--- src/irmc_map.svh ---
// irmc_map.svh: offsets-free constants for the mode and reset controller
// assumes inclusion by bare name from the controller module
`ifndef IRMC_MAP_SVH
`define IRMC_MAP_SVH
// ----------------------------------------
// mode field codes
// ----------------------------------------
`define IRMC_MODE_STBY 3'h0
`define IRMC_MODE_NVM 3'h1
`define IRMC_MODE_SINGLE 3'h2
`define IRMC_MODE_CONT0 3'h4
`define IRMC_NVM_KEY 8'ha5
// ----------------------------------------
// target addresses
// ----------------------------------------
`define IRMC_ADDR_LL 7'h64
`define IRMC_ADDR_LH 7'h65
`define IRMC_ADDR_HL 7'h66
// ----------------------------------------
// timing: base measurement time per filter step, in us
// ----------------------------------------
`define IRMC_MEAS_BASE_US 1000
`define IRMC_CLK_MHZ 10
`define IRMC_MEAS_BASE_CYC ((`IRMC_MEAS_BASE_US) * (`IRMC_CLK_MHZ))
// ----------------------------------------
// reset values
// ----------------------------------------
`define IRMC_THR_RST 16'h0000
`endif

--- src/irmc_pkg.sv ---
// irmc_pkg.sv: types for the mode and reset controller
// assumes irmc_map.svh is on the include path
package irmc_pkg;
    typedef enum logic [2:0] {
        IRMC_ST_STBY = 3'b000,
        IRMC_ST_MEAS = 3'b001,
        IRMC_ST_WAIT = 3'b010,
        IRMC_ST_HOLD = 3'b011,
        IRMC_ST_NVM = 3'b100
    } irmc_state_t;
endpackage : irmc_pkg

--- src/irmc_sync.sv ---
// irmc_sync.sv: two-flop synchroniser for pin inputs
// assumes one clock, synchronous active-low reset
`timescale 1ns/10ps
module irmc_sync #(
    parameter int WIDTH = 1
) (
    // clock and reset
    input wire logic sys_clk,
    input wire logic rst_n,
    // data
    input wire logic [WIDTH-1:0] asyncIn,
    output logic [WIDTH-1:0] syncOut
);
    // refuse an empty synchroniser
    if (WIDTH < 1) begin : g_bad_width
        $error("irmc_sync: WIDTH must be at least 1");
    end
    logic [WIDTH-1:0] meta_r;
    // first stage feeds only the second
    always_ff @(posedge sys_clk) begin
        if (!rst_n) begin
            meta_r <= '0;
            syncOut <= '0;
        end else begin
            meta_r <= asyncIn;
            syncOut <= meta_r;
        end
    end
endmodule : irmc_sync

--- src/irmc_ctrl.sv ---
// irmc_ctrl.sv: mode, reset and switch-mode comparator of the IR presence sensor
// assumes pins arrive asynchronous; register writes come from same-clock logic
// Function
// (RULE1) power-up with powerdown pin high resets all and enters standby
// (RULE2) powerdown pin low holds everything in reset, no function
// (RULE3) powerdown pin low at power-up: power-on reset does not fire
// (RULE4) writing soft reset bit resets every register
// (RULE5) io supply monitor falling low resets the device
// (RULE6) every reset source returns registers to initial values
// (RULE7) straps choose address 64h/65h/66h or switch mode with bus off
// (RULE8) switch mode: interrupt active when a channel difference leaves threshold range
// (RULE9) switch-mode comparison uses stored hysteresis to avoid chatter
// (RULE10) in switch mode host keeps bus lines high and never accesses
// (RULE11) mode codes: standby 000, single 010, continuous 100-111, nvm 001 plus enable
// (RULE12) continuous 1..3 measure:wait 1:1,1:3,1:7, periods x8,x16,x32
// (RULE13) host passes through standby between any two other modes
// (RULE14) standby powers off all but power-on reset, registers stay accessible
// (RULE15) written values survive standby, cleared only by reset
// (RULE16) host avoids status and data registers during standby
// (RULE17) nvm access only in nvm mode, refused in standby
// (RULE18) nvm writes allowed only after key field holds a5h
// (RULE19) no measurement during nvm access mode
// (RULE20) single shot measures once, stores results, powers analog down
// (RULE21) after status reads in single shot, return to standby alone
// (RULE22) filter cutoff field sets single measurement length
// (RULE23) mode rewrite mid-measurement aborts and keeps previous results
// (RULE24) continuous 0 repeats back to back, storing each result
// (RULE25) undefined mode codes leave the device in standby
`timescale 1ns/10ps
`include "irmc_map.svh"
module irmc_ctrl
    import irmc_pkg::*;
#(
    parameter int MEAS_BASE_CYC = `IRMC_MEAS_BASE_CYC,
    parameter int DW = 16
) (
    // clock and reset
    input wire logic sys_clk,
    input wire logic rst_n,
    // pins
    input wire logic powerdown_pin,
    input wire logic addr_strap_0,
    input wire logic addr_strap_1,
    input wire logic supplyOk,
    input wire logic ioSupplyLow,
    // register side, same clock
    input wire logic modeWrite,
    input wire logic [2:0] op_mode_select,
    input wire logic nvm_mode_enable,
    input wire logic keyWrite,
    input wire logic [7:0] nvm_write_key,
    input wire logic soft_reset_bit,
    input wire logic [2:0] filter_cutoff_select,
    input wire logic statusSecondRead,
    input wire logic nvmReq,
    input wire logic nvmWe,
    // measurement results
    input wire logic signed [DW-1:0] ir_channel_1,
    input wire logic signed [DW-1:0] ir_channel_2,
    input wire logic signed [DW-1:0] ir_channel_3,
    input wire logic signed [DW-1:0] ir_channel_4,
    // stored thresholds
    input wire logic signed [DW-1:0] thrUpper,
    input wire logic signed [DW-1:0] thrLower,
    input wire logic [DW-1:0] thrHyst,
    // status and control outputs
    output logic regReset,
    output logic [2:0] modeState,
    output logic analogOn,
    output logic measStart,
    output logic resultStore,
    output logic nvmGrant,
    output logic nvmWriteGrant,
    output logic switchMode,
    output logic busEnable,
    output logic [6:0] targetAddr,
    output logic intOut
);
    // refuse parameters the counters and comparator cannot serve
    if (MEAS_BASE_CYC < 1 || DW < 2) begin : g_bad_params
        $error("irmc_ctrl: bad parameters");
    end

    // ----------------------------------------
    // pin synchronisers
    // ----------------------------------------
    logic [4:0] pinSync;
    irmc_sync #(.WIDTH(5)) uSync (
        .sys_clk(sys_clk),
        .rst_n(rst_n),
        .asyncIn({ioSupplyLow, supplyOk, addr_strap_1, addr_strap_0, powerdown_pin}),
        .syncOut(pinSync)
    );
    logic pdnHigh, strap0, strap1, supOk, ioLow;
    assign {ioLow, supOk, strap1, strap0, pdnHigh} = pinSync;

    // ----------------------------------------
    // reset gathering
    // ----------------------------------------
    logic supOkPrev_r;
    logic porFire;
    always_ff @(posedge sys_clk) begin
        if (!rst_n) supOkPrev_r <= 1'b0;
        else supOkPrev_r <= supOk;
    end
    // power-on pulse only counts while the pin is high
    assign porFire = supOk & ~supOkPrev_r & pdnHigh; // see RULE1 see RULE3
    // any source forces registers back to initial values
    assign regReset = ~rst_n | ~pdnHigh | porFire | soft_reset_bit | ioLow
        | ~supOk; // see RULE2 see RULE4 see RULE5 see RULE6

    // ----------------------------------------
    // strap decode, captured while in reset
    // ----------------------------------------
    logic [1:0] straps_r;
    // straps only load while in reset, so a later pin change is ignored
    always_ff @(posedge sys_clk) begin
        if (regReset) straps_r <= {strap1, strap0};
    end
    always_comb begin
        unique case (straps_r) // see RULE7
            2'b00: targetAddr = `IRMC_ADDR_LL;
            2'b01: targetAddr = `IRMC_ADDR_LH;
            2'b10: targetAddr = `IRMC_ADDR_HL;
            2'b11: targetAddr = 7'h00;
        endcase
    end
    assign switchMode = &straps_r;
    assign busEnable = ~switchMode & pdnHigh; // see RULE7 see RULE10

    // ----------------------------------------
    // mode register and nvm key
    // ----------------------------------------
    logic [2:0] mode_r;
    logic key_r;
    irmc_state_t state_r, state_nxt;
    always_ff @(posedge sys_clk) begin
        if (regReset) begin
            mode_r <= `IRMC_MODE_STBY;
        end else if (modeWrite) begin
            // undefined codes or nvm without enable stay in standby
            if (op_mode_select == 3'h3 ||
                (op_mode_select == `IRMC_MODE_NVM && !nvm_mode_enable))
                mode_r <= `IRMC_MODE_STBY; // see RULE25
            else
                mode_r <= op_mode_select; // see RULE11 see RULE15
        end else if (state_r == IRMC_ST_HOLD && statusSecondRead) begin
            mode_r <= `IRMC_MODE_STBY; // see RULE21
        end
    end
    // key is forgotten on leaving nvm mode, so each visit needs a fresh key
    always_ff @(posedge sys_clk) begin
        if (regReset || mode_r != `IRMC_MODE_NVM) key_r <= 1'b0;
        else if (keyWrite) key_r <= (nvm_write_key == `IRMC_NVM_KEY);
    end

    // ----------------------------------------
    // measurement length from filter select and mode
    // ----------------------------------------
    // one measurement: base length scaled by the filter select
    function automatic logic [31:0] measLen(input logic [2:0] md, input logic [2:0] fc);
        logic [31:0] b;
        b = 32'(MEAS_BASE_CYC) << fc; // see RULE22
        // intermittent modes measure four lengths, so periods come out x8, x16, x32
        measLen = (md[2] && md[1:0] != 2'b00) ? (b << 2) : b; // see RULE12
    endfunction : measLen
    // wait phase is one, three or seven measurement lengths
    function automatic logic [31:0] waitLen(input logic [2:0] md, input logic [2:0] fc);
        logic [31:0] m;
        m = measLen(md, fc);
        unique case (md[1:0]) // see RULE12
            2'b01: waitLen = m;
            2'b10: waitLen = 32'(3) * m;
            2'b11: waitLen = 32'(7) * m;
            default: waitLen = 32'h0;
        endcase
    endfunction : waitLen

    // ----------------------------------------
    // normal-mode state machine
    // ----------------------------------------
    logic [31:0] cnt_r;
    logic modeChange;
    assign modeChange = modeWrite;
    // switch mode keeps measuring back to back, normal modes follow mode_r
    always_comb begin
        state_nxt = state_r;
        unique case (state_r)
            IRMC_ST_STBY: begin
                if (mode_r == `IRMC_MODE_NVM) state_nxt = IRMC_ST_NVM;
                else if (mode_r[2] || mode_r == `IRMC_MODE_SINGLE) state_nxt = IRMC_ST_MEAS;
            end
            IRMC_ST_MEAS: begin
                if (modeChange) state_nxt = IRMC_ST_STBY; // see RULE23
                else if (cnt_r == 32'h1) begin
                    if (mode_r == `IRMC_MODE_SINGLE) state_nxt = IRMC_ST_HOLD; // see RULE20
                    else if (mode_r[1:0] == 2'b00) state_nxt = IRMC_ST_MEAS; // see RULE24
                    else state_nxt = IRMC_ST_WAIT;
                end
            end
            IRMC_ST_WAIT: begin
                if (modeChange) state_nxt = IRMC_ST_STBY;
                else if (cnt_r == 32'h1) state_nxt = IRMC_ST_MEAS;
            end
            IRMC_ST_HOLD: begin
                if (modeChange || mode_r != `IRMC_MODE_SINGLE) state_nxt = IRMC_ST_STBY;
            end
            IRMC_ST_NVM: begin
                if (mode_r != `IRMC_MODE_NVM) state_nxt = IRMC_ST_STBY;
            end
            default: state_nxt = IRMC_ST_STBY;
        endcase
        if (switchMode && state_nxt != IRMC_ST_MEAS) state_nxt = IRMC_ST_MEAS;
    end
    always_ff @(posedge sys_clk) begin
        if (regReset) state_r <= IRMC_ST_STBY;
        else state_r <= state_nxt;
    end
    // cycle counter for measure and wait phases
    always_ff @(posedge sys_clk) begin
        if (regReset) cnt_r <= 32'h0;
        else if (state_nxt == IRMC_ST_MEAS && (state_r != IRMC_ST_MEAS || cnt_r == 32'h1))
            cnt_r <= measLen(mode_r, filter_cutoff_select);
        else if (state_nxt == IRMC_ST_WAIT && state_r != IRMC_ST_WAIT)
            cnt_r <= waitLen(mode_r, filter_cutoff_select);
        else if (cnt_r != 32'h0) cnt_r <= cnt_r - 32'h1;
    end
    assign measStart = (state_nxt == IRMC_ST_MEAS) &&
        (state_r != IRMC_ST_MEAS || cnt_r == 32'h1);
    // results stored only on completion, so an abort keeps old data
    assign resultStore = state_r == IRMC_ST_MEAS && cnt_r == 32'h1 && !modeChange; // see RULE23
    // analog runs only while measuring; standby keeps only power-on logic
    assign analogOn = state_r == IRMC_ST_MEAS; // see RULE14 see RULE19
    assign modeState = mode_r;
    // the stored mode gates too, so a standby write refuses access at once
    assign nvmGrant = state_r == IRMC_ST_NVM && mode_r == `IRMC_MODE_NVM && nvmReq; // see RULE17
    assign nvmWriteGrant = nvmGrant && nvmWe && key_r; // see RULE18

    // ----------------------------------------
    // switch-mode comparator with hysteresis
    // ----------------------------------------
    // one extra bit keeps the channel differences from wrapping
    logic signed [DW:0] diffA, diffB, up, lo, upRel, loRel;
    always_comb begin
        diffA = (DW+1)'(ir_channel_1) - (DW+1)'(ir_channel_3);
        diffB = (DW+1)'(ir_channel_2) - (DW+1)'(ir_channel_4);
        up = (DW+1)'(thrUpper);
        lo = (DW+1)'(thrLower);
        upRel = up - (DW+1)'({1'b0, thrHyst});
        loRel = lo + (DW+1)'({1'b0, thrHyst});
    end
    always_ff @(posedge sys_clk) begin
        if (regReset || !switchMode) intOut <= 1'b0;
        else if (resultStore) begin
            if (diffA > up || diffA < lo || diffB > up || diffB < lo)
                intOut <= 1'b1; // see RULE8
            else if (diffA <= upRel && diffA >= loRel && diffB <= upRel && diffB >= loRel)
                intOut <= 1'b0; // see RULE9
        end
    end

    // ----------------------------------------
    // checks
    // ----------------------------------------
    a_pdn_resets: assert property (@(posedge sys_clk) !pdnHigh |-> regReset) // see RULE2
        else $error("powerdown low without reset");
    a_nvm_key_gate: assert property (@(posedge sys_clk) disable iff (!rst_n) // see RULE18
        nvmWriteGrant |-> key_r && state_r == IRMC_ST_NVM)
        else $error("nvm write without key");
    a_nvm_no_meas: assert property (@(posedge sys_clk) disable iff (regReset) // see RULE19
        mode_r == `IRMC_MODE_NVM && !switchMode |-> !analogOn && !measStart)
        else $error("measurement in nvm mode");
    a_stby_no_nvm: assert property (@(posedge sys_clk) disable iff (regReset) // see RULE17
        mode_r == `IRMC_MODE_STBY |-> !nvmGrant && !nvmWriteGrant)
        else $error("nvm access in standby");
    a_reset_stby: assert property (@(posedge sys_clk) // see RULE6
        regReset |=> mode_r == `IRMC_MODE_STBY && state_r == IRMC_ST_STBY)
        else $error("reset did not give standby");
    a_bad_mode_stby: assert property (@(posedge sys_clk) disable iff (regReset) // see RULE25
        modeWrite && op_mode_select == 3'h3 |=> mode_r == `IRMC_MODE_STBY)
        else $error("undefined mode not standby");
    a_single_return: assert property (@(posedge sys_clk) disable iff (regReset) // see RULE21
        state_r == IRMC_ST_HOLD && statusSecondRead && !modeWrite
        |=> mode_r == `IRMC_MODE_STBY ##1 state_r == IRMC_ST_STBY)
        else $error("single shot did not return");
    a_abort_no_store: assert property (@(posedge sys_clk) disable iff (regReset) // see RULE23
        state_r == IRMC_ST_MEAS && modeChange |-> !resultStore)
        else $error("aborted result stored");
    a_switch_bus_off: assert property (@(posedge sys_clk) disable iff (regReset) // see RULE7
        switchMode |-> !busEnable)
        else $error("bus enabled in switch mode");
    a_int_set: assert property (@(posedge sys_clk) disable iff (regReset) // see RULE8
        switchMode && resultStore && (diffA > up || diffA < lo || diffB > up || diffB < lo)
        |=> intOut)
        else $error("interrupt not raised");
    a_int_hold: assert property (@(posedge sys_clk) disable iff (regReset) // see RULE9
        switchMode && !resultStore |=> $stable(intOut))
        else $error("interrupt moved without a result");
    a_normal_no_int: assert property (@(posedge sys_clk) disable iff (regReset) // see RULE8
        !switchMode |-> !intOut)
        else $error("interrupt active in normal mode");
    a_stby_dark: assert property (@(posedge sys_clk) disable iff (regReset) // see RULE14
        mode_r == `IRMC_MODE_STBY && !switchMode |-> !analogOn)
        else $error("analog on in standby");
endmodule : irmc_ctrl

--- config.mk ---
export PLATFORM = sky130hd
export DESIGN_NAME = irmc_ctrl
export DESIGN_NICKNAME = d
export VERILOG_FILES = /design/src/irmc_pkg.sv /design/src/irmc_sync.sv /design/src/irmc_ctrl.sv
export VERILOG_INCLUDE_DIRS = /design/src
export SDC_FILE = /design/constraint.sdc
export NUM_CORES = 1
export LEC_CHECK = 0
export BUFFER_PORTS_ARGS = -buffer_cell sky130_fd_sc_hd__buf_2
export CORE_UTILIZATION = 60
export CTS_CLUSTER_DIAMETER = 30
export CTS_CLUSTER_SIZE = 14
export DETAILED_ROUTE_END_ITERATION = 6
export PLACE_DENSITY = 0.83
export SLEW_MARGIN = 25
export SYNTH_ARGS = -nofsm -noshare
export SYNTH_HDL_FRONTEND = slang
export SYNTH_SLANG_ARGS = --single-unit
export TNS_END_PERCENT = 10
--- constraint.sdc ---
create_clock -name sys_clk -period 6.8 [get_ports sys_clk]
set_input_delay 1.36 -clock sys_clk [delete_from_list [all_inputs] [get_ports sys_clk]]
set_output_delay 1.36 -clock sys_clk [all_outputs]
set_load 0.02 [all_outputs]
Word level (Yosys, flattened, before mapping)
Index checks and enable logic that the tools add are counted.
{"block": "totals", "in_bits": 140, "wordCells": 121, "register_bits": 53, "out_inout_bits": 19}
{"block": "classes", "muxes": 23, "mul": 2, "eq_ne": 23, "add_sub_neg": 5, "bitwise": 13, "n_reduce_logical": 37, "shifts": 1, "magnitude_cmp": 8}
{"op": "two-way mux 32 bit", "n": 4}
{"op": "one-hot mux 32 bit (3 select lines)", "n": 1}
{"op": "two-way mux 3 bit", "n": 12}
{"op": ">= comparator 17 bit", "n": 2}
{"op": "greater-than comparator 17 x 16 -> 1 bit", "n": 2}
{"op": "less-or-equal comparator 17 bit", "n": 2}
{"op": "less-than comparator 17 x 16 -> 1 bit", "n": 2}
{"op": "subtractor 16 x 16 -> 17 bit", "n": 2}
{"op": "== test 32 x 1 -> 1 bit, second input constant", "n": 1}
{"op": "multiplier 2 x 32 -> 32 bit, first input constant", "n": 1}
{"op": "multiplier 3 x 32 -> 32 bit, first input constant", "n": 1}
{"op": "nonzero test 32 bit", "n": 1}
{"op": "left shift 14 x 3 -> 32 bit, first input constant", "n": 1}
{"op": "subtractor 32 x 1 -> 32 bit, second input constant", "n": 1}
{"op": "one-hot mux 7 bit (4 select lines)", "n": 1}
{"op": "adder 17 x 16 -> 17 bit", "n": 1}
{"op": "subtractor 17 x 16 -> 17 bit", "n": 1}
{"op": "== test 3 x 2 -> 1 bit, second input constant", "n": 5}
{"op": "logical AND 1 bit", "n": 15}
{"op": "one-hot mux 3 bit (5 select lines)", "n": 1}
{"op": "== test 3 x 1 -> 1 bit, second input constant", "n": 4}
{"op": "logical OR 1 bit", "n": 9}
{"op": "!= test 3 x 1 -> 1 bit, second input constant", "n": 3}
{"op": "== test 2 bit, second input constant", "n": 4}
{"op": "15 further kinds", "n": 35}

Depth between registers and ports, before layout
Gate-level depths: netlist of the first run.
{"block": "depth", "ltp_word": 13, "depth_mapped": 25, "ltp_nobuf": 25}

By module
Synthesis of the first run repeated with hierarchy kept, for this count alone.
{"block": "hier_totals", "cells_unflattened": 1463, "hier_area_um2": 11218.3}
{"mod": "irmc_ctrl", "area_each_um2": 10955.5, "n_inst": 1, "seq_area_each_um2": 880.8, "cells_per_inst": 1443}
{"mod": "irmc_sync", "area_each_um2": 262.8, "n_inst": 1, "seq_area_each_um2": 200.2, "cells_per_inst": 20}

Worst setup path before layout of the first run
Ideal clock, no wire load.
{"block": "synth_timing", "path_type": "input port to flip-flop", "startpoint": "input ir_channel_2[0]", "endpoint": "register intOut", "path_buffers": 0, "path_stages": 22, "t_arrival_ns": 5.587, "t_required_ns": 6.662, "setup_time_ns": 0.138, "setup_slack_ns": 1.075, "path_cell_list": "inv_1 > ha_1 > inv_1 > fa_1 > a21oi_1 > o221ai_1 > a31o_2 > a21oi_1 > nor2_1 > o21a_1 > o21ai_0 > nand2b_1 > a211oi_1 > nor2_1 > ha_1 > nand3_1 > or4_1 > o311ai_0 > o311ai_0 > or3_1 > a311oi_1 > a41oi_1"}
{"block": "synth_between", "elab_chain_cells": 6, "word_cells_on_any_way": 12, "classes_between": "1 x add/sub; 4 x order compare; 1 x mux; 6 x reduce/logical"}
{"item": "start: declaration", "line_no": "irmc_ctrl.sv:59", "text": "input wire logic signed [DW-1:0] ir_channel_2,"}
{"item": "subtractor 16 x 16 -> 17 bit (*)", "line_no": "irmc_ctrl.sv:246", "text": "diffB = (DW+1)'(ir_channel_2) - (DW+1)'(ir_channel_4);"}
{"item": "greater-than comparator 17 x 16 -> 1 bit / less-or-equal comparator 17 bit (equally long branches)", "line_no": "irmc_ctrl.sv:255, irmc_ctrl.sv:257"}
{"item": "logical OR 1 bit / logical AND 1 bit (equally long branches) (2 in a row)", "line_no": "irmc_ctrl.sv:255, irmc_ctrl.sv:257"}
{"item": "nonzero test 2 bit (no source line)"}
{"item": "AND reduction 2 bit (no source line)"}
{"item": "end signal: assignment", "line_no": "irmc_ctrl.sv:253", "text": "if (regReset || !switchMode) intOut <= 1'b0;"}
{"item": "end signal: assignment", "line_no": "irmc_ctrl.sv:256", "text": "intOut <= 1'b1;"}
{"item": "end signal: assignment", "line_no": "irmc_ctrl.sv:258", "text": "intOut <= 1'b0;"}
{"item": "end: declaration", "line_no": "irmc_ctrl.sv:77", "text": "output logic intOut"}
Every way passes the cells marked *; elsewhere a longest branch is shown, timed or not.
A chain may end at the register's enable or synchronous reset.

Worst setup path in the final report of the first run
Same ends and word-level chain as after synthesis.

==> results.sh, run 1 <==
export IMPL_synthAdderAreaFrac_pct=29.3
export IMPL_synth_xor_area_share_pct=7.61
export IMPL_maxCapViolations=0
export IMPL_vias=11900
export IMPL_hpwl_um=27800
export IMPL_ys_warnings_count=0
export IMPL_grt_ovfl_total=0
export IMPL_drt_iter0_drc=751
export IMPL_layout_setup_ws_ns=0.788
export IMPL_routedWlPerCell_um=17.1
export IMPL_setup_viol=0
export IMPL_initial_utilization_pct=61.8
export IMPL_path_class="in -> reg"
export IMPL_worst_hold_slack_ns=0.409
export IMPL_yosysSeqAreaShare_pct=9.30
export IMPL_power_density_mw_per_mm2=148
export IMPL_grt_pass1_wl_um=53800
export IMPL_synth_compound_area_share_pct=25.6
export IMPL_period_minus_slack_ns=6.01
export IMPL_fmaxAchievable_mhz=166
export IMPL_hold_viol=0
export IMPL_cp_start_kind="input pin"
export IMPL_async_reset_ff_share_pct=0
export IMPL_cts_root_buf="clkbuf_16"
export IMPL_core_mm2=0.0188
export IMPL_p_total_uw=1890
export IMPL_synthMostInstantiatedCell="ha_1"
export IMPL_cts_tree="done"
export IMPL_vdd_ir_drop_max_mv=0.119
export IMPL_hp_class="reg -> reg"
export IMPL_fin_util_pct=68.1
export IMPL_status="complete, no violations"
export IMPL_cp_end_kind="flop"
export IMPL_relSlewSlack_pct=33.1
export IMPL_p_leak_uw=0.00643
export IMPL_fin_skew_ns=0.00983
export IMPL_drt_vias_per_instance=6.12
export IMPL_synth_top_family_by_area="adder cells"
export IMPL_first_global_vias=11400
export IMPL_die_x_um=141
export IMPL_wirelength_um=33200
export IMPL_cts_path_max_buffers=2
export IMPL_fillers=1613
export IMPL_dieArea_mm2=0.0199
export IMPL_htreeDepth=2
export IMPL_synth_simple_area_share_pct=20.0
export IMPL_route_antenna_remaining_nets=0
export IMPL_ctsHoldBuffers=0
export IMPL_netlist_area_mm2=0.0116
export IMPL_muxShareOfSynthArea_pct=1.62
export IMPL_synth_commonest_cells="ha_1 (232), inv_1 (156), nor2_1 (132)"
export IMPL_cts_setup_buffers=0
export IMPL_grt_usage_pct=33.1
export IMPL_synth_edf_count=2
export IMPL_rsz0062_at_grt="false"
export IMPL_pre_cts_slack_ns=0.539
export IMPL_ys_flop_type="dfxtp_1"
export IMPL_drc=0
export IMPL_avgSynthCellArea_um2=7.56
export IMPL_drive_above_1_share_pct=12.5
export IMPL_max_slew_worst_pin_slew_ns=1.00
export IMPL_cts_sinks=53
export IMPL_gp_congestion=0.983
export IMPL_grt_antenna_before_repair=0
export IMPL_io_buffer_count=156
export IMPL_post_route_period_util_pct=88.4
export IMPL_crit_fanout=4
export IMPL_n_antenna_cell=0
export IMPL_slew_violations=0
export IMPL_rows=50
export IMPL_grt_max_degree=37
export IMPL_yosys_area_top_type="ha_1"
export IMPL_cts_resized=0
export IMPL_crit_arrival_ns=6.17
export IMPL_ys_top_cells_by_area="ha_1 (25%), dfxtp_1 (8.8%), a21oi_1 (5.3%)"
export IMPL_nets=2077
export IMPL_clkTransAtPathRegs_ns=0.07
export IMPL_clock_latency_ns=0.30
export IMPL_yosysTopAreaCellShare_pct=25.0
export IMPL_synth_distinct_cells=83
export IMPL_crit_required_ns=6.96
export IMPL_die_height_um=141
export IMPL_postSynthCellCount=1538
export IMPL_syn2layout_area_growth_pct=10.3
export IMPL_tns_ns=0
export IMPL_synth_seq_cells=53
export IMPL_drt_first_pass_iters=5
export IMPL_io_pins=159
export IMPL_cts_buffers=5
report_power, final:
group	total, uW	switching (uW)	internal (uW)
Clock	268	128	140
Sequential	316	0.979	315
Combinational	1310	763	547
state kept, by name (all words and copies together), names as in the netlist:
signal,cells
cnt_r,32
supOkPrev_r,1
uSync.meta_r,5
modeState,3
intOut,1
uSync.syncOut,5
key_r,1
straps_r,2
state_r,3
cells in the final DEF, fill, tap and decap left out, types with 7 or more instances in the layout:
cell and instances:
ha_1 232, nor3_1 39, buf_2 156, a21o_1 39, a21oi_1 123, xor2_1 41, o21a_1 20, or3_1 9
nand2b_1 28, o21bai_1 12, nor2b_1 30, nor4_1 11, o31ai_1 12, nand3_1 33, xnor2_1 60, o41ai_1 9
nand4_1 15, a31oi_1 18, and3_1 16, fa_1 24, a21boi_0 8, mux2i_1 11, a221oi_1 8, a211oi_1 18
inv_1 156, buf_4 14, dfxtp_1 51, and2_1 15, o31a_1 8, o21ai_0 93, nand2_1 97, a22oi_1 7
o211ai_1 15, nor2_1 132, mux2_2 7
routing by layer:
layer  share of wire [%]  global-route usage [%]  up-vias
met5                   0                       0        -
met4                 4.0                    12.0        0
met3                 4.9                    2.55      104
met2                  48                    60.5      413
met1                  43                    40.3     5477
li1                    -                       -     5887
critical path, stage by stage:
cell and delay (ns):
buf_2 0.09, inv_1 0.05, ha_1 0.16, inv_1 0.05, fa_1 0.39, a21oi_1 0.23
o221ai_1 0.20, a31o_2 0.29, a21oi_1 0.21, nor2_1 0.07, o21a_1 0.21, o21ai_0 0.24
nand2b_1 0.09, a211oi_1 0.23, nor2_1 0.13, ha_1 0.32, nand3_1 0.09, or4_1 0.54
o311ai_0 0.33, o311ai_0 0.17, or3_1 0.35, a311oi_1 0.22, a41oi_1 0.15
per-stage QoR:
| stage | cell area, um^2 | instances |
|---|---|---|
| 2_1_floorplan | 11600 | 1539 |
| 3_3_place_gp | 12700 | 1934 |
| 3_5_place_dp | 12700 | 1934 |
| 4_1_cts | 12800 | 1942 |
| 5_1_grt | 12800 | 1942 |
| 6_report | 12800 | 1942 |
cell type report:
cell class	count	area, um^2	area share [%]
inverters	157	589	4.59
clock buffers	5	125	0.975
clock inverters	3	25.0	0.195
well taps	260	325	2.54
multi-input cells	1294	9800	76.4
repair buffers	170	886	6.91
flip-flops and latches	53	1080	8.43
logic make-up (layout without fill, tap and decap cells):
group | Yosys count | count (layout)
AND/OR/NAND/NOR | 461 | 461
AO/OA/AOI/OAI | 454 | 454
adder cells (fa/ha/maj) | 258 | 258
buffers and inverters | 192 | 335
XOR/XNOR | 101 | 101
flip-flops | 53 | 53
multiplexers | 18 | 18
other | 1 | 2
worst paths after layout:
kind / from / end / slack (ns) / depth (start not counted)
min reg2reg: uSync.syncOut[1]$_SDFF_PN0_ / straps_r[0]$_DFFE_PP_ / 0.41 / 0
max: ir_channel_2[0] / intOut$_SDFFE_PP0P_ / 0.79 / 23
min: uSync.syncOut[1]$_SDFF_PN0_ / straps_r[0]$_DFFE_PP_ / 0.41 / 0
max reg2reg: modeState[2]$_SDFFE_PP0P_ / cnt_r[22]$_SDFFE_PP0P_ / 1.57 / 23
No activity file was read; power rests on OpenSTA's default activity.
==> run 2: changes to the inputs <==
--- a/config.mk
+++ b/config.mk
@@ -6,12 +6,13 @@
 export SDC_FILE = /design/constraint.sdc
 export NUM_CORES = 1
 export LEC_CHECK = 0
+export ABC_AREA = 1
 export BUFFER_PORTS_ARGS = -buffer_cell sky130_fd_sc_hd__buf_2
 export CORE_UTILIZATION = 60
 export CTS_CLUSTER_DIAMETER = 30
 export CTS_CLUSTER_SIZE = 14
 export DETAILED_ROUTE_END_ITERATION = 6
-export PLACE_DENSITY = 0.83
+export PLACE_DENSITY = 0.82
 export SLEW_MARGIN = 25
 export SYNTH_ARGS = -nofsm -noshare
 export SYNTH_HDL_FRONTEND = slang
==> constraint.sdc (replaced) <==
create_clock -name sys_clk -period 6.8 [get_ports sys_clk]
set_input_delay 1.36 -clock sys_clk [delete_from_list [all_inputs] [get_ports sys_clk]]
set_output_delay 1.36 -clock sys_clk [all_outputs]
set_load 0.05 [all_outputs]
==> results.sh, run 2 <==
export IMPL_holdCritStartpoint="uSync.syncOut[1]$_SDFF_PN0_"
export IMPL_die_height_um=146
export IMPL_dp_cells=2416
export IMPL_fin_skew_ns=0.00582
export IMPL_max_slew_worst_pin_slew_ns=0.969
export IMPL_p_total_uw=1980
export IMPL_syn2layout_area_growth_pct=10.2
export IMPL_hold_depth=0
export IMPL_n_antenna_cell=0
export IMPL_muxShareOfSynthArea_pct=0.0809
export IMPL_reg_top3="cnt_r: 32 flops, uSync.meta_r: 5 flops, uSync.syncOut: 5 flops"
export IMPL_synth_distinct_cells=61
export IMPL_first_global_vias=12600
export IMPL_path_buf_inv=6
export IMPL_yosys_area_top_type="ha_1"
export IMPL_io_buffer_count=156
export IMPL_fillers=1943
export IMPL_cts_path_max_buffers=2
export IMPL_hold_end="straps_r[0]$_DFFE_PP_"
export IMPL_cts_root_buf="clkbuf_16"
export IMPL_grt_pass1_wl_um=61100
export IMPL_drive_above_1_share_pct=10.2
export IMPL_initial_utilization_pct=61.1
export IMPL_crit_required_ns=7.03
export IMPL_drt_iter0_drc=1280
export IMPL_drc=0
export IMPL_grt_max_degree=27
export IMPL_top_register="cnt_r"
export IMPL_worst_hold_slack_ns=0.408
export IMPL_cts_sinks=53
export IMPL_vdd_ir_drop_max_mv=0.128
export IMPL_synth_seq_cells=53
export IMPL_yosysTopAreaCellShare_pct=23.5
export IMPL_maxCapViolations=0
export IMPL_final_cell_mix="nand2_1 (489), inv_1 (317), ha_1 (232), nor2_1 (180), a21oi_1 (170)"
export IMPL_final_cell_area_mm2=0.0136
export IMPL_synthAdderAreaFrac_pct=27.3
export IMPL_p_leak_uw=0.00770
export IMPL_htreeDepth=2
export IMPL_hold_viol=0
export IMPL_ctsHoldBuffers=0
export IMPL_hpwl_um=33200
export IMPL_die_x_um=146
export IMPL_drt_vias_per_instance=5.71
export IMPL_cts_setup_buffers=0
export IMPL_rsz0062_at_grt="false"
export IMPL_ys_top_cells_by_area="ha_1 (23%), nand2_1 (15%), inv_1 (9.6%)"
export IMPL_route_antenna_remaining_nets=0
export IMPL_largest_register_ff_count=32
export IMPL_wirelength_um=38800
export IMPL_slowest_delay_ns=0.47
export IMPL_clkTransAtPathRegs_ns=0.07
export IMPL_post_route_period_util_pct=77.2
export IMPL_cp_slowest_cell="fa_1"
export IMPL_dpl_cell_area_mm2=0.0135
export IMPL_rr_worst_depth=19
export IMPL_drt_first_pass_iters=5
export IMPL_routedWlPerCell_um=16.0
export IMPL_fmaxAchievable_mhz=191
export IMPL_netlist_area_mm2=0.0124
export IMPL_vias=13800
export IMPL_crit_fanout=8
export IMPL_crit_family="compound AO/OA/AOI/OAI gates"
export IMPL_status="complete, no violations"
export IMPL_postSynthCellCount=1993
export IMPL_r2r_setup_slack_ns=1.58
export IMPL_period_minus_slack_ns=5.25
export IMPL_final_common_cell="nand2_1"
export IMPL_avgSynthCellArea_um2=6.21
export IMPL_r2r_start="modeState[1]$_SDFFE_PP0P_"
export IMPL_synth_xor_area_share_pct=5.52
export IMPL_setup_viol=0
export IMPL_io_pins=159
export IMPL_synth_commonest_cells="nand2_1 (489), inv_1 (317), ha_1 (232)"
export IMPL_synth_compound_area_share_pct=15.4
export IMPL_synth_top_family_by_area="simple AND/OR/NAND/NOR gates"
export IMPL_rows=52
export IMPL_synthMostInstantiatedCell="nand2_1"
export IMPL_synth_edf_count=2
export IMPL_synth_simple_area_share_pct=32.0
export IMPL_fin_cells=2424
export IMPL_cts_resized=0
export IMPL_cp_end_kind="flop"
export IMPL_crit_arrival_ns=5.48
export IMPL_relSlewSlack_pct=34.7
export IMPL_grt_usage_pct=35.8
export IMPL_cts_buffers=5
export IMPL_nets=2549
export IMPL_core_mm2=0.0202
export IMPL_gp_congestion=1.03
export IMPL_path_class="in -> reg"
export IMPL_tns_ns=0
export IMPL_ys_warnings_count=0
export IMPL_reg2reg_to="cnt_r[20]$_SDFFE_PP0P_"
export IMPL_cts_tree="done"
export IMPL_grt_antenna_before_repair=1
export IMPL_hp_class="reg -> reg"
export IMPL_grt_ovfl_total=0
export IMPL_ys_flop_type="dfxtp_1"
export IMPL_yosysSeqAreaShare_pct=8.74
export IMPL_dieArea_mm2=0.0212
export IMPL_cp_start_kind="input pin"
export IMPL_clock_latency_ns=0.29
export IMPL_slew_violations=0
export IMPL_async_reset_ff_share_pct=0
export IMPL_power_density_mw_per_mm2=145
[run 2: cell type report]
class,count,area (um^2),share of cell area [%]
Clock inverter,3,25.0,0.183
Timing Repair Buffer,169,878,6.44
Multi-Input combinational cell,1595,9950,73.0
Sequential cell,53,1080,7.93
Clock buffer,5,125,0.917
Tap cell,270,338,2.48
Inverter,329,1240,9.09
[run 2: how the worst max path moves through the flow]
stage | from | endpoint | slack, ns | cells after the start
floorplan | filter_cutoff_select[0] | cnt_r[20]$_SDFFE_PP0P_ | 1.78 | 24
global placement | filter_cutoff_select[0] | cnt_r[20]$_SDFFE_PP0P_ | 1.41 | 20
detailed placement | filter_cutoff_select[0] | cnt_r[20]$_SDFFE_PP0P_ | 1.23 | 20
CTS | modeState[1]$_SDFFE_PP0P_ | cnt_r[20]$_SDFFE_PP0P_ | 1.42 | 19
global route | filter_cutoff_select[0] | cnt_r[20]$_SDFFE_PP0P_ | 1.27 | 25
finish | filter_cutoff_select[0] | cnt_r[20]$_SDFFE_PP0P_ | 1.55 | 25
[run 2: worst register-to-register path, stage by stage (launching register included)]
cell     delay [ns]
dfxtp_1        0.65
nor2_1         0.13
nor2_1         0.43
inv_1          0.43
o21ai_1        0.69
fa_1           0.53
ha_1           0.39
a21oi_1        0.12
o21ai_0        0.22
a21oi_1        0.10
o21ai_0        0.44
nand3_1        0.14
nand2_1        0.14
a21oi_1        0.10
xor2_1         0.16
o21ai_0        0.21
nor2_1         0.07
nor2_1         0.10
nor2_1         0.05
nor2_1         0.08
[run 2: through the flow]
step | setup WS [ns] | util (%)
global route | 1.27 | 67.4
finish | 1.55 | 67.4
floorplan | 1.78 | -
detailed placement | 1.23 | 66.7
CTS | 1.42 | 67.4
global placement | 1.41 | 66.7
[run 2: power breakdown]
| group | switching, uW | total (uW) | internal [uW] |
|---|---|---|---|
| clock network | 120 | 259 | 139 |
| logic | 893 | 1400 | 511 |
| registers | 1.19 | 316 | 315 |
[run 2: metal layers]
layer	vias to the layer above	GRT usage, %	part of all wire [%]
met1	6214	51.3	46
li1	6951	-	-
met5	-	0	0.034
met3	66	5.83	10
met2	601	56.2	41
met4	2	7.47	2.0
[run 2: logic make-up (layout without fill, tap and decap cells)]
family,after synthesis,after routing
and+or+nand+nor,915,915
buffers and inverters,346,506
AOI/OAI and AO/OA,343,343
adders and majority gates,256,256
xor gates and xnor gates,78,78
DFF,53,53
other,1,2
muxes,1,1
==> run 3: changes to the inputs <==
==> constraint.sdc (replaced) <==
create_clock -name sys_clk -period 5.05 [get_ports sys_clk]
set_input_delay 1.01 -clock sys_clk [delete_from_list [all_inputs] [get_ports sys_clk]]
set_output_delay 1.01 -clock sys_clk [all_outputs]
set_load 0.05 [all_outputs]
==> results.sh, run 3 (same netlist as run 2, synthesis figures left out) <==
export IMPL_slowest_delay_ns=0.63
export IMPL_final_common_cell="nand2_1"
export IMPL_rows=52
export IMPL_drt_iter0_drc=1037
export IMPL_final_cell_area_mm2=0.0138
export IMPL_io_buffer_count=156
export IMPL_slew_violations=0
export IMPL_cts_path_max_buffers=2
export IMPL_period_minus_slack_ns=4.57
export IMPL_drc=0
export IMPL_io_pins=159
export IMPL_clock_latency_ns=0.30
export IMPL_die_height_um=146
export IMPL_cp_cell_sequence="buf_2 -> inv_1 -> ha_1 -> nand2_1 -> o21ai_0 -> inv_1 -> fa_1 -> inv_1 -> ha_1 -> nand3_1 -> nand2_1 -> nand2_1 -> nand2_1 -> a21oi_1 -> o21ai_0 -> or2_2 -> nand3_1 -> o211ai_1 -> nand2_1 -> nand3_1 -> o21ai_0 -> a21oi_2"
export IMPL_fin_util_pct=68.1
export IMPL_final_cell_mix="nand2_1 (489), inv_1 (316), ha_1 (232), nor2_1 (180), a21oi_1 (170)"
export IMPL_first_global_vias=12900
export IMPL_nets=2565
export IMPL_hp_class="reg -> reg"
export IMPL_top_register="cnt_r"
export IMPL_crit_family="compound AO/OA/AOI/OAI gates"
export IMPL_setup_viol=0
export IMPL_maxCapViolations=0
export IMPL_fmaxAchievable_mhz=219
export IMPL_drive_above_1_share_pct=11.0
export IMPL_crit_fanout=9
export IMPL_tns_ns=0
export IMPL_largest_register_ff_count=32
export IMPL_grt_ovfl_total=0
export IMPL_worst_hold_slack_ns=0.408
export IMPL_grt_pass1_wl_um=61500
export IMPL_reg_top3="cnt_r: 32 flops, uSync.meta_r: 5 flops, uSync.syncOut: 5 flops"
export IMPL_drt_vias_per_instance=5.67
export IMPL_cts_root_buf="clkbuf_16"
export IMPL_hold_viol=0
export IMPL_hpwl_um=32700
export IMPL_core_mm2=0.0202
export IMPL_crit_required_ns=5.23
export IMPL_p_leak_uw=0.00779
export IMPL_rsz0062_at_grt="false"
export IMPL_power_density_mw_per_mm2=195
export IMPL_crit_top_cell="nand2_1"
export IMPL_cp_slowest_cell="o21ai_0"
export IMPL_crit_arrival_ns=4.75
export IMPL_initial_utilization_pct=61.1
export IMPL_status="complete, no violations"
export IMPL_grt_antenna_before_repair=0
export IMPL_vias=13800
export IMPL_relSlewSlack_pct=46.8
export IMPL_post_route_period_util_pct=90.4
export IMPL_r2r_setup_slack_ns=0.78
export IMPL_dpl_cell_area_mm2=0.0136
export IMPL_p_total_uw=2680
export IMPL_syn2layout_area_growth_pct=11.4
export IMPL_n_antenna_cell=0
export IMPL_route_antenna_remaining_nets=0
export IMPL_cp_start_kind="input pin"
export IMPL_gp_congestion=1.03
export IMPL_ctsHoldBuffers=0
export IMPL_cts_tree="done"
export IMPL_cts_buffers=5
export IMPL_path_buf_inv=4
export IMPL_drt_first_pass_iters=6
export IMPL_vdd_ir_drop_max_mv=0.144
export IMPL_routedWlPerCell_um=15.6
export IMPL_cp_end_kind="flop"
export IMPL_grt_max_degree=27
export IMPL_grt_usage_pct=35.8
export IMPL_wirelength_um=38000
export IMPL_clkTransAtPathRegs_ns=0.07
export IMPL_fin_skew_ns=0.00788
export IMPL_cts_sinks=53
export IMPL_path_class="in -> reg"
export IMPL_dieArea_mm2=0.0212
export IMPL_max_slew_worst_pin_slew_ns=0.792
export IMPL_die_x_um=146
export IMPL_htreeDepth=2
==> run 3: metrics by stage <==
step,instances,worst slack (ns)
floorplan,1994,0.332
global placement,2432,0.0954
detailed placement,2432,0.0506
CTS,2440,0.355
global route,2440,0.0409
finish,2440,0.483
==> run 3: routing by layer <==
layer / share of wire (%) / vias to the layer above / GRT usage (%)
met5: 0 / - / 0
met4: 2.6 / 0 / 9.21
met3: 10 / 64 / 6.83
met2: 41 / 624 / 55.1
met1: 46 / 6174 / 50.8
li1: - / 6971 / -
==> run 3: final timing paths <==
kind	from	end	depth (start not counted)
worst max register to register	modeState[2]$_SDFFE_PP0P_	cnt_r[19]$_SDFFE_PP0P_	21
worst max-delay path	filter_cutoff_select[1]	cnt_r[19]$_SDFFE_PP0P_	22
worst min register to register	uSync.syncOut[2]$_SDFF_PN0_	straps_r[1]$_DFFE_PP_	0
worst min-delay path	uSync.syncOut[2]$_SDFF_PN0_	straps_r[1]$_DFFE_PP_	0
==> run 3: cell type report <==
cell class / count / area [um^2]
multi-input combinational: 1595 / 9970
fill: 1936 / 6450
inverter: 329 / 1240
clock inverter: 3 / 25.0
tap: 270 / 338
clock buffer: 5 / 125
timing repair buffer: 185 / 998
sequential: 53 / 1080
==> run 3: timing repair <==
item	CTS	global route
setup buffers	0	0
resized for setup	0	4
setup endpoints to repair	0	4
==> run 3: where the power goes <==
| part | switching [uW] | total, uW | internal [uW] | leakage [uW] |
|---|---|---|---|---|
| combinational | 1200 | 1900 | 704 | 0.00728 |
| clock | 170 | 357 | 187 | 0.0000704 |
| sequential | 1.51 | 426 | 424 | 0.000437 |
| total | 1370 | 2680 | 1320 | 0.00779 |
